### config.mk
export PLATFORM = sky130hd
export DESIGN_NAME = pfb_blank_chop
export DESIGN_NICKNAME = d
export VERILOG_FILES = /design/src/rtl/pfb_pkg.sv /design/src/rtl/pfb_blank_chop.sv /design/src/rtl/pfb_sync2.sv
export VERILOG_INCLUDE_DIRS = /design/src /design/src/rtl
export SDC_FILE = /design/constraint.sdc
export NUM_CORES = 1
export LEC_CHECK = 0
export BUFFER_PORTS_ARGS = -buffer_cell sky130_fd_sc_hd__buf_4
export CAP_MARGIN = 30
export CORE_ASPECT_RATIO = 1.2
export CORE_MARGIN = 2
export CORE_UTILIZATION = 59
export CTS_BUF_LIST = sky130_fd_sc_hd__clkbuf_8 sky130_fd_sc_hd__clkbuf_16
export CTS_CLUSTER_DIAMETER = 120
export CTS_CLUSTER_SIZE = 20
export DETAILED_ROUTE_END_ITERATION = 7
export GPL_TIMING_DRIVEN = 0
export PLACE_DENSITY = 0.83
export SYNTH_ARGS = -nofsm -noshare
export SYNTH_HDL_FRONTEND = slang
export SYNTH_SLANG_ARGS = --single-unit
### constraint.sdc
create_clock -name CLK_IN -period 3.7 [get_ports CLK_IN]
set_input_delay 0.37 -clock CLK_IN [delete_from_list [all_inputs] [get_ports CLK_IN]]
set_output_delay 0.37 -clock CLK_IN [all_outputs]
set_load 0.005 [all_outputs]
### src/rtl/pfb_params.svh
// pfb_params.svh: offsets, field positions, reset values and codes for the
// pwm fault blanking and chop block. definitions only, no logic.
`ifndef PFB_PARAMS_SVH
`define PFB_PARAMS_SVH

// register offsets on the plain register port
`define PFB_OFS_LEB_CTRL   4'h0
`define PFB_OFS_LEB_DELAY  4'h1
`define PFB_OFS_AUX_CTRL   4'h2
`define PFB_OFS_STATUS     4'h3

// reset values
`define PFB_RST_LEB_CTRL   16'h0000
`define PFB_RST_LEB_DELAY  16'h0000
`define PFB_RST_AUX_CTRL   16'h0000

// implemented-bit masks, everything else reads as zero
`define PFB_MSK_LEB_CTRL   16'hfc3f
`define PFB_MSK_LEB_DELAY  16'h0fff
`define PFB_MSK_AUX_CTRL   16'h0f3f

// leading edge blank control fields
`define PFB_B_HIGH_RISE    15
`define PFB_B_HIGH_FALL    14
`define PFB_B_LOW_RISE     13
`define PFB_B_LOW_FALL     12
`define PFB_B_FAULT_EN     11
`define PFB_B_CURLIM_EN    10
`define PFB_B_SRC_HIGH     5
`define PFB_B_SRC_LOW      4
`define PFB_B_HI_HIGH      3
`define PFB_B_HI_LOW       2
`define PFB_B_LO_HIGH      1
`define PFB_B_LO_LOW       0

// aux control fields
`define PFB_F_BLANK_SRC_HI 11
`define PFB_F_BLANK_SRC_LO 8
`define PFB_F_CHOP_SRC_HI  5
`define PFB_F_CHOP_SRC_LO  2
`define PFB_B_CHOP_HIGH    1
`define PFB_B_CHOP_LOW     0

// source select codes
`define PFB_SEL_NONE       4'h0
`define PFB_SEL_CH1        4'h1
`define PFB_SEL_CH2        4'h2
`define PFB_SEL_CH3        4'h3

`define PFB_CNT_ZERO       12'h000
`define PFB_CNT_ONE        12'h001
`define PFB_RD_ZERO        16'h0000

`endif

### src/rtl/pfb_pkg.sv
// pfb_pkg.sv: types shared by the blanking and chop block.
// assumes pfb_params.svh is on the include path.
package pfb_pkg;

	// raw comparator inputs of one channel
	typedef struct packed {
		logic fault;
		logic curlim;
	} pfb_prot_t;

	// high/low output pair of one channel
	typedef struct packed {
		logic high;
		logic low;
	} pfb_pair_t;

	// blanking counter state
	typedef enum logic [0:0] {
		PFB_IDLE  = 1'b0,
		PFB_BLANK = 1'b1
	} pfb_leb_state_t;

endpackage

### src/rtl/pfb_blank_chop.sv
// pfb_blank_chop.sv: leading-edge and state blanking of fault and current
// limit inputs, plus chopping of the channel output pair.
// assumes pwm outputs come from logic on CLK_IN; comparator pins are async.
`timescale 1ns/1ps
`default_nettype none
`include "pfb_params.svh"

module pfb_blank_chop
	import pfb_pkg::*;
(
	input  wire logic        CLK_IN,
	input  wire logic        RST_N_IN,
	input  wire logic [3:0]  ADDR_IN,
	input  wire logic [15:0] WDATA_IN,
	input  wire logic        WR_IN,
	input  wire logic        RD_IN,
	output logic      [15:0] RDATA_OUT,
	input  wire logic        PWM_MODULE_ENABLE_IN,
	input  wire pfb_pair_t   CHANNEL_OUT_IN,
	input  wire logic [2:0]  OTHER_HIGH_IN,
	input  wire logic        CHOP_CLOCK_IN,
	input  wire pfb_prot_t   PROT_PIN_IN,
	output pfb_prot_t        PROT_OUT,
	output logic             BLANK_ACTIVE_OUT,
	output pfb_pair_t        CHANNEL_OUT
);
	logic [15:0]    leb_ctrl_r;
	logic [15:0]    leb_delay_r;
	logic [15:0]    aux_ctrl_r;
	logic [11:0]    cnt_r;
	logic [11:0]    cnt_nxt;
	pfb_leb_state_t state_r;
	pfb_leb_state_t state_nxt;
	pfb_pair_t      prev_r;
	pfb_prot_t      prot_sync;
	logic           trig;
	logic           state_src;
	logic           chop_src;
	logic           state_mask;
	logic           level_mask;
	logic           leb_mask;
	logic           any_mask;
	logic [11:0]    dly;

	// pick one of the three other channel highs; shared by blank and chop select
	function automatic logic pick_src(input logic [3:0] sel, input logic [2:0] hi, input logic dflt);
		logic r;
		r = dflt;
		case (sel)
			`PFB_SEL_CH1: r = hi[0];
			`PFB_SEL_CH2: r = hi[1];
			`PFB_SEL_CH3: r = hi[2];
			default:      r = dflt;
		endcase
		return r;
	endfunction

	// true only for the three channel codes; zero and reserved codes select nothing
	function automatic logic is_chan_sel(input logic [3:0] sel);
		return (sel == `PFB_SEL_CH1) || (sel == `PFB_SEL_CH2) || (sel == `PFB_SEL_CH3);
	endfunction

	// comparator pins are asynchronous, so synchronise first
	pfb_sync2 #(.W(2)) u_sync (
		.clk_in   (CLK_IN),
		.rst_n_in (RST_N_IN),
		.d_in     (PROT_PIN_IN),
		.q_out    (prot_sync)
	);

	// register writes; reserved bits are never stored
	// reset and masks
	always_ff @(posedge CLK_IN) begin
		if (!RST_N_IN) begin
			leb_ctrl_r  <= `PFB_RST_LEB_CTRL;
			leb_delay_r <= `PFB_RST_LEB_DELAY;
			aux_ctrl_r  <= `PFB_RST_AUX_CTRL;
		end else if (WR_IN) begin
			// changes in flight are the software's risk
			case (ADDR_IN)
				`PFB_OFS_LEB_CTRL:  leb_ctrl_r  <= WDATA_IN & `PFB_MSK_LEB_CTRL;
				`PFB_OFS_LEB_DELAY: leb_delay_r <= WDATA_IN & `PFB_MSK_LEB_DELAY;
				`PFB_OFS_AUX_CTRL:  aux_ctrl_r  <= WDATA_IN & `PFB_MSK_AUX_CTRL;
				default: ;
			endcase
		end
	end

	// read data one cycle after the strobe, zero otherwise
	// upper delay bits read as zero
	always_ff @(posedge CLK_IN) begin
		if (!RST_N_IN) begin
			RDATA_OUT <= `PFB_RD_ZERO;
		end else if (RD_IN) begin
			case (ADDR_IN)
				`PFB_OFS_LEB_CTRL:  RDATA_OUT <= leb_ctrl_r;
				`PFB_OFS_LEB_DELAY: RDATA_OUT <= leb_delay_r;
				`PFB_OFS_AUX_CTRL:  RDATA_OUT <= aux_ctrl_r;
				`PFB_OFS_STATUS:    RDATA_OUT <= {12'h000, PWM_MODULE_ENABLE_IN, state_r, any_mask, cnt_r != `PFB_CNT_ZERO};
				default:            RDATA_OUT <= `PFB_RD_ZERO;
			endcase
		end else begin
			RDATA_OUT <= `PFB_RD_ZERO;
		end
	end

	a_delay_read: assert property (@(posedge CLK_IN) disable iff (!RST_N_IN)
		(RD_IN && ADDR_IN == `PFB_OFS_LEB_DELAY) |=> (RDATA_OUT & ~`PFB_MSK_LEB_DELAY) == `PFB_RD_ZERO)
		else $error("delay upper bits not zero");

	a_reset_zero: assert property (@(posedge CLK_IN)
		!RST_N_IN |=> (leb_ctrl_r == `PFB_RST_LEB_CTRL && leb_delay_r == `PFB_RST_LEB_DELAY
		               && aux_ctrl_r == `PFB_RST_AUX_CTRL && RDATA_OUT == `PFB_RD_ZERO))
		else $error("registers not cleared by reset");

	a_aux_unimpl: assert property (@(posedge CLK_IN) disable iff (!RST_N_IN)
		(RD_IN && ADDR_IN == `PFB_OFS_AUX_CTRL) |=> (RDATA_OUT & ~`PFB_MSK_AUX_CTRL) == `PFB_RD_ZERO)
		else $error("aux unimplemented bits not zero");

	// previous output levels for edge detection
	always_ff @(posedge CLK_IN) begin
		if (!RST_N_IN) begin
			prev_r <= '0;
		end else begin
			prev_r <= CHANNEL_OUT_IN;
		end
	end

	assign trig = (leb_ctrl_r[`PFB_B_HIGH_RISE] &  CHANNEL_OUT_IN.high & ~prev_r.high)
	            | (leb_ctrl_r[`PFB_B_HIGH_FALL] & ~CHANNEL_OUT_IN.high &  prev_r.high)
	            | (leb_ctrl_r[`PFB_B_LOW_RISE]  &  CHANNEL_OUT_IN.low  & ~prev_r.low)
	            | (leb_ctrl_r[`PFB_B_LOW_FALL]  & ~CHANNEL_OUT_IN.low  &  prev_r.low);
	assign dly = leb_delay_r[11:0];

	a_rise_trig: assert property (@(posedge CLK_IN) disable iff (!RST_N_IN)
		(leb_ctrl_r[`PFB_B_HIGH_RISE] && $rose(CHANNEL_OUT_IN.high) && dly != `PFB_CNT_ZERO)
		|=> state_r == PFB_BLANK)
		else $error("high rising edge did not start blanking");

	a_fall_trig: assert property (@(posedge CLK_IN) disable iff (!RST_N_IN)
		(leb_ctrl_r[`PFB_B_LOW_FALL] && $fell(CHANNEL_OUT_IN.low) && dly != `PFB_CNT_ZERO)
		|=> state_r == PFB_BLANK)
		else $error("low falling edge did not start blanking");

	a_trig_off: assert property (@(posedge CLK_IN) disable iff (!RST_N_IN)
		(state_r == PFB_IDLE && leb_ctrl_r[`PFB_B_HIGH_RISE:`PFB_B_LOW_FALL] == 4'h0)
		|=> state_r == PFB_IDLE)
		else $error("blanking started with all edges disabled");

	always_comb begin
		cnt_nxt   = cnt_r;
		state_nxt = state_r;
		case (state_r)
			PFB_IDLE: begin
				if (trig && dly != `PFB_CNT_ZERO) begin
					cnt_nxt   = dly;
					state_nxt = PFB_BLANK;
				end
			end
			PFB_BLANK: begin
				if (trig && dly != `PFB_CNT_ZERO) begin
					cnt_nxt = dly;
				end else if (cnt_r == `PFB_CNT_ONE || cnt_r == `PFB_CNT_ZERO) begin
					cnt_nxt   = `PFB_CNT_ZERO;
					state_nxt = PFB_IDLE;
				end else begin
					cnt_nxt = cnt_r - `PFB_CNT_ONE;
				end
			end
			default: begin
				cnt_nxt   = `PFB_CNT_ZERO;
				state_nxt = PFB_IDLE;
			end
		endcase
	end

	always_ff @(posedge CLK_IN) begin
		if (!RST_N_IN) begin
			cnt_r   <= `PFB_CNT_ZERO;
			state_r <= PFB_IDLE;
		end else begin
			cnt_r   <= cnt_nxt;
			state_r <= state_nxt;
		end
	end

	a_leb_load: assert property (@(posedge CLK_IN) disable iff (!RST_N_IN)
		(trig && dly != `PFB_CNT_ZERO) |=> (cnt_r == $past(dly) && state_r == PFB_BLANK))
		else $error("blank counter did not load delay");

	a_leb_zero: assert property (@(posedge CLK_IN) disable iff (!RST_N_IN)
		(state_r == PFB_IDLE && (!trig || dly == `PFB_CNT_ZERO)) |=> state_r == PFB_IDLE)
		else $error("blanking started without a valid trigger");

	a_leb_count: assert property (@(posedge CLK_IN) disable iff (!RST_N_IN)
		(state_r == PFB_BLANK && !trig && cnt_r != `PFB_CNT_ONE && cnt_r != `PFB_CNT_ZERO)
		|=> cnt_r == $past(cnt_r) - `PFB_CNT_ONE)
		else $error("blank counter did not count down");

	a_leb_end: assert property (@(posedge CLK_IN) disable iff (!RST_N_IN)
		(state_r == PFB_BLANK && !trig && cnt_r == `PFB_CNT_ONE) |=> state_r == PFB_IDLE)
		else $error("blanking did not end at zero");

	assign leb_mask = (state_r == PFB_BLANK);

	// state blank source, code 0 gives a low level
	assign state_src = pick_src(aux_ctrl_r[`PFB_F_BLANK_SRC_HI:`PFB_F_BLANK_SRC_LO], OTHER_HIGH_IN, 1'b0);

	// state blanking only through the two enables; zero and reserved codes blank nothing
	// otherwise blank-on-low would mask forever on the default low level
	assign state_mask = is_chan_sel(aux_ctrl_r[`PFB_F_BLANK_SRC_HI:`PFB_F_BLANK_SRC_LO])
	                  & ((leb_ctrl_r[`PFB_B_SRC_HIGH] & state_src)
	                  |  (leb_ctrl_r[`PFB_B_SRC_LOW] & ~state_src));

	a_src_high: assert property (@(posedge CLK_IN) disable iff (!RST_N_IN)
		(is_chan_sel(aux_ctrl_r[`PFB_F_BLANK_SRC_HI:`PFB_F_BLANK_SRC_LO])
		 && leb_ctrl_r[`PFB_B_SRC_HIGH] && state_src) |-> any_mask)
		else $error("state blank high not masking");

	a_src_low: assert property (@(posedge CLK_IN) disable iff (!RST_N_IN)
		(is_chan_sel(aux_ctrl_r[`PFB_F_BLANK_SRC_HI:`PFB_F_BLANK_SRC_LO])
		 && leb_ctrl_r[`PFB_B_SRC_LOW] && !state_src) |-> any_mask)
		else $error("state blank low not masking");

	a_blank_reserved: assert property (@(posedge CLK_IN) disable iff (!RST_N_IN)
		!is_chan_sel(aux_ctrl_r[`PFB_F_BLANK_SRC_HI:`PFB_F_BLANK_SRC_LO]) |-> !state_mask)
		else $error("state blank from unselected source");

	a_state_none: assert property (@(posedge CLK_IN) disable iff (!RST_N_IN)
		(leb_ctrl_r[`PFB_B_SRC_HIGH:`PFB_B_SRC_LOW] == 2'b00) |-> !state_mask)
		else $error("state blank without enable");

	assign level_mask = (leb_ctrl_r[`PFB_B_HI_HIGH] &  CHANNEL_OUT_IN.high)
	                  | (leb_ctrl_r[`PFB_B_HI_LOW]  & ~CHANNEL_OUT_IN.high)
	                  | (leb_ctrl_r[`PFB_B_LO_HIGH] &  CHANNEL_OUT_IN.low)
	                  | (leb_ctrl_r[`PFB_B_LO_LOW]  & ~CHANNEL_OUT_IN.low);

	a_level_blank: assert property (@(posedge CLK_IN) disable iff (!RST_N_IN)
		(leb_ctrl_r[`PFB_B_HI_HIGH] && CHANNEL_OUT_IN.high) |-> any_mask)
		else $error("high level blanking missing");

	a_lo_low: assert property (@(posedge CLK_IN) disable iff (!RST_N_IN)
		(leb_ctrl_r[`PFB_B_LO_LOW] && !CHANNEL_OUT_IN.low) |-> any_mask)
		else $error("low level blanking missing");

	assign any_mask = leb_mask | state_mask | level_mask;

	// per-input masking, registered for clean outputs
	always_ff @(posedge CLK_IN) begin
		if (!RST_N_IN) begin
			PROT_OUT         <= '0;
			BLANK_ACTIVE_OUT <= 1'b0;
		end else begin
			PROT_OUT.fault   <= prot_sync.fault  & ~(leb_ctrl_r[`PFB_B_FAULT_EN]  & any_mask);
			PROT_OUT.curlim  <= prot_sync.curlim & ~(leb_ctrl_r[`PFB_B_CURLIM_EN] & any_mask);
			BLANK_ACTIVE_OUT <= any_mask;
		end
	end

	a_fault_mask: assert property (@(posedge CLK_IN) disable iff (!RST_N_IN)
		(leb_ctrl_r[`PFB_B_FAULT_EN] && any_mask) |=> !PROT_OUT.fault)
		else $error("fault passed during blanking");

	a_fault_pass: assert property (@(posedge CLK_IN) disable iff (!RST_N_IN)
		!leb_ctrl_r[`PFB_B_FAULT_EN] |=> PROT_OUT.fault == $past(prot_sync.fault))
		else $error("fault masked while blank disabled");

	a_curlim_mask: assert property (@(posedge CLK_IN) disable iff (!RST_N_IN)
		(leb_ctrl_r[`PFB_B_CURLIM_EN] && any_mask) |=> !PROT_OUT.curlim)
		else $error("current limit passed during blanking");

	a_curlim_pass: assert property (@(posedge CLK_IN) disable iff (!RST_N_IN)
		(!leb_ctrl_r[`PFB_B_CURLIM_EN] || !any_mask) |=> PROT_OUT.curlim == $past(prot_sync.curlim))
		else $error("current limit wrongly masked");

	// chop source, code 0 is the internal chop clock
	assign chop_src = pick_src(aux_ctrl_r[`PFB_F_CHOP_SRC_HI:`PFB_F_CHOP_SRC_LO], OTHER_HIGH_IN, CHOP_CLOCK_IN);

	// chop gates each output only when its enable is set
	always_ff @(posedge CLK_IN) begin
		if (!RST_N_IN) begin
			CHANNEL_OUT <= '0;
		end else begin
			CHANNEL_OUT.high <= CHANNEL_OUT_IN.high & (~aux_ctrl_r[`PFB_B_CHOP_HIGH] | chop_src);
			CHANNEL_OUT.low  <= CHANNEL_OUT_IN.low  & (~aux_ctrl_r[`PFB_B_CHOP_LOW]  | chop_src);
		end
	end

	a_chop_high: assert property (@(posedge CLK_IN) disable iff (!RST_N_IN)
		!aux_ctrl_r[`PFB_B_CHOP_HIGH] |=> CHANNEL_OUT.high == $past(CHANNEL_OUT_IN.high))
		else $error("high output chopped while disabled");

	a_chop_low: assert property (@(posedge CLK_IN) disable iff (!RST_N_IN)
		(aux_ctrl_r[`PFB_B_CHOP_LOW] && !chop_src) |=> !CHANNEL_OUT.low)
		else $error("low output not chopped");

	a_chop_clock: assert property (@(posedge CLK_IN) disable iff (!RST_N_IN)
		(aux_ctrl_r[`PFB_F_CHOP_SRC_HI:`PFB_F_CHOP_SRC_LO] == `PFB_SEL_NONE && aux_ctrl_r[`PFB_B_CHOP_HIGH])
		|=> CHANNEL_OUT.high == ($past(CHANNEL_OUT_IN.high) && $past(CHOP_CLOCK_IN)))
		else $error("internal chop clock not applied");
endmodule
`default_nettype wire

### src/rtl/pfb_sync2.sv
// pfb_sync2.sv: two flip-flop synchroniser for a bundle of pin levels.
// assumes one clock domain, synchronous active-low reset.
`timescale 1ns/1ps
`default_nettype none
module pfb_sync2 #(
	parameter int W = 2
) (
	input  wire logic         clk_in,
	input  wire logic         rst_n_in,
	input  wire logic [W-1:0] d_in,
	output logic      [W-1:0] q_out
);
	logic [W-1:0] meta_r;

	// first stage feeds only the second stage
	always_ff @(posedge clk_in) begin
		if (!rst_n_in) begin
			meta_r <= '0;
			q_out  <= '0;
		end else begin
			meta_r <= d_in;
			q_out  <= meta_r;
		end
	end
endmodule
`default_nettype wire

==> impl_metrics.tcl <==
set metrics [dict create \
    antenna_cells 0 \
    synthCells 358 \
    synth_compound_area_share_pct 21.9 \
    cts_tree "built" \
    yosys.area_share.simple_pct 22.4 \
    placedCellCount 473 \
    ys_seq_area_share_pct 47.1 \
    grt_pass1_vias 2683 \
    start_util_pct 60.2 \
    port-buffer-count 53 \
    wirelength_um 7820 \
    holdWs_ps 227 \
    finClkSkew_ps 4.62 \
    rrSetupSlack_ps 1670 \
    clkLatencyLatePin_ps 340 \
    grt_use_total_pct 27.6 \
    synth_top_family_by_area "simple AND/OR/NAND/NOR gates" \
    run_status "complete, no violations" \
    drive_gt1_share_pct 18.5 \
    async_reset_ff_share_pct 0 \
    cts_resized 0 \
    fp-row-count 29 \
    wl_per_cell_um 16.0 \
    n_fill_cell 413 \
    rsz0062_at_grt "no" \
    synthMuxAreaShare_pct 3.26 \
    cts_buffer_depth 2 \
    final_cells 488 \
    post-dp-hpwl_um 5890 \
    cap_violations 0 \
    vias 2858 \
    synth_flop_cell "dfxtp_1" \
    ff2ff_path_depth 6 \
    regArea_um2 1480 \
    htree_levels 3 \
    power.leakage_nw 1.46 \
    ys_warn_count 0 \
    critical_path_required_ps 3940 \
    cp_max_fo 10 \
    area_growth_pct 21.6 \
    criticalPathCategory "reg2reg" \
    min_path_type "in2reg" \
    crit_arrival_ps 2270 \
    path_clk_slew_ps 70 \
    fp.dieArea_um2 5930 \
    final_hold_viol_count 0 \
    grt_max_degree 12 \
    worst_pin_slew_ps 552 \
    ys_types 49 \
    relSlewSlack_pct 62.7 \
    avgSynthCellArea_um2 8.78 \
    drv_slew 0 \
    setup.worst_path.end_class "flop" \
    syn_area_um2 3140 \
    fmax_mhz 492 \
    synth-edff-count 0 \
    multiInputGateArea_um2 1560 \
    setup_tns_ps 0 \
    ios 54 \
    synth.ff_latch_count 74 \
    whs_endpoint "u_sync.meta_r[1]" \
    powerDensity_nw_per_um2 404 \
    cts_root_buffer "clkbuf_8" \
    coreArea_um2 5230 \
    min_period_ps 2030 \
    die_w_um 70.6 \
    r2r_end "cnt_r[8]" \
    gp_congestion 0.889 \
    postRouteAntennaNets 0 \
    design_area_um2 3820 \
    grt_overflow 0 \
    period_share_pct 55.0 \
    synth-xor-area-share_pct 1.11 \
    cts_sinks 74 \
    peakVddDrop_uv 312 \
    first_pass_iters 5 \
    hp-start "PROT_PIN_IN[1]" \
    drt_iter0_drc 171 \
    cts_setup_buffers 0 \
    synth_fp_nets 393 \
    die_height_um 84.0 \
    synthAdderAreaFrac_pct 0.796 \
    antenna_found_initial 0 \
    r2r-start "leb_delay_r[6]" \
    startpoint_type "flop" \
    final_util_pct 73.2 \
    setup_violations 0 \
    cts_made_buffers 9 \
    drc 0 \
    layout.nets 457 \
    holdBufCountCts 0 \
    hold_depth 2 \
    grt_pass1_wl_um 12800 \
    placement.cell_area_um2 3620 \
    via_per_inst 5.86 \
]
==> critical path: stages (launching register included) <==
cell and delay (ps):
dfxtp_1 340, nor4_1 380, nand3_1 140, o21ai_1 310, clkbuf_1 400, o221ai_1 200
o211a_1 160
==> area by class of cell <==
cell class              instances  area share, %
plain buffers                  20           2.19
clock buffers                  12           4.32
clock inverters                 3           1.01
inverters                       6          0.589
multi-input cells             258           40.7
flip-flops and latches         74           38.7
well taps                      62           2.03
repair buffers                 53           10.4
==> cells by family (layout without fill, tap and decap cells) <==
kind of cell / count (synthesis) / in the layout
AND/OR/NAND/NOR: 146 / 146
XOR/XNOR: 4 / 4
buffers and inverters: 26 / 94
multiplexers: 10 / 10
flip-flops: 74 / 74
AO/OA/AOI/OAI: 96 / 96
adder cells (fa/ha/maj): 2 / 2
==> synthesized netlist by cell type (2+ instances only) <==
master	count	area [um^2]
inv_1	6	22.5
a21oi_1	12	60.1
dfxtp_1	74	1480
o21ai_0	11	55.1
xnor2_1	3	26.3
ha_1	2	25.0
o211a_1	4	40.0
nand3b_1	2	15.0
or4_4	2	22.5
o221ai_1	3	26.3
a31oi_1	5	31.3
nand2_1	77	289
a21boi_1	2	15.0
nor2_1	13	48.8
nor2b_1	2	12.5
nor4_1	6	37.5
nand3_1	14	70.1
a22oi_1	11	82.6
clkbuf_1	18	67.6
and4_1	2	17.5
and3_1	3	18.8
and2_1	13	81.3
nor3_1	5	25.0
mux2i_1	8	80.1
a21boi_0	36	270
==> placed cells by master, fill, tap and decap left out, types with 2 or more instances in the layout <==
| cell type | instances |
|---|---|
| a21boi_0 | 36 |
| and3_1 | 3 |
| and2_1 | 13 |
| a21oi_1 | 12 |
| a22oi_1 | 11 |
| clkbuf_8 | 12 |
| inv_1 | 7 |
| nand2_1 | 77 |
| and4_1 | 2 |
| nor2_1 | 13 |
| nor4_1 | 6 |
| o211a_1 | 4 |
| nor2b_1 | 2 |
| o21ai_0 | 11 |
| mux2i_1 | 8 |
| or4_4 | 2 |
| nand3_1 | 14 |
| a21boi_1 | 2 |
| ha_1 | 2 |
| dfxtp_1 | 74 |
| o221ai_1 | 3 |
| nor3_1 | 5 |
| xnor2_1 | 3 |
| nand3b_1 | 2 |
| buf_4 | 53 |
| clkbuf_1 | 18 |
| a31oi_1 | 5 |
==> state kept, by name, indices dropped and copies added, names as in the netlist, 10 cells and up <==
signal	flops
RDATA_OUT	16
aux_ctrl_r	10
cnt_r	12
leb_ctrl_r	12
leb_delay_r	12
==> how the worst max path moves through the flow <==
stage                     depth (start not counted)             to      startpoint
final                                             6       cnt_r[8]  leb_delay_r[6]
after global routing                              6       cnt_r[4]  leb_delay_r[6]
after CTS                                         6       cnt_r[8]  leb_delay_r[6]
after detailed placement                          6  aux_ctrl_r[9]      ADDR_IN[0]
after global placement                            6  aux_ctrl_r[9]      ADDR_IN[0]
after floorplan                                   6       cnt_r[9]        cnt_r[4]
==> per-layer routing <==
layer	vias up	wire length, um	part of all wire [%]	track usage [%]
met5	-	0	0	0
met4	0	232	3.0	11.1
met3	21	448	5.7	5.80
met2	96	3940	50	46.7
met1	1345	3200	41	33.9
li1	1396	-	-	-
==> through the flow <==
stage | worst slack [ps] | total power [mW]
3_5_place_dp | 1550 | 0.926
2_1_floorplan | 1920 | 0.872
5_1_grt | 1490 | 1.59
6_report | 1670 | 1.55
3_3_place_gp | 1580 | 0.924
4_1_cts | 1650 | 1.55
==> power breakdown <==
part	total, mW	internal (mW)	leakage, nW	switching [mW]
Combinational	0.0953	0.0461	0.755	0.0493
Clock	0.636	0.360	0.110	0.277
Sequential	0.814	0.807	0.599	0.00703
Total	1.55	1.21	1.46	0.333
Note: power is estimated with default switching activity, not from simulation.
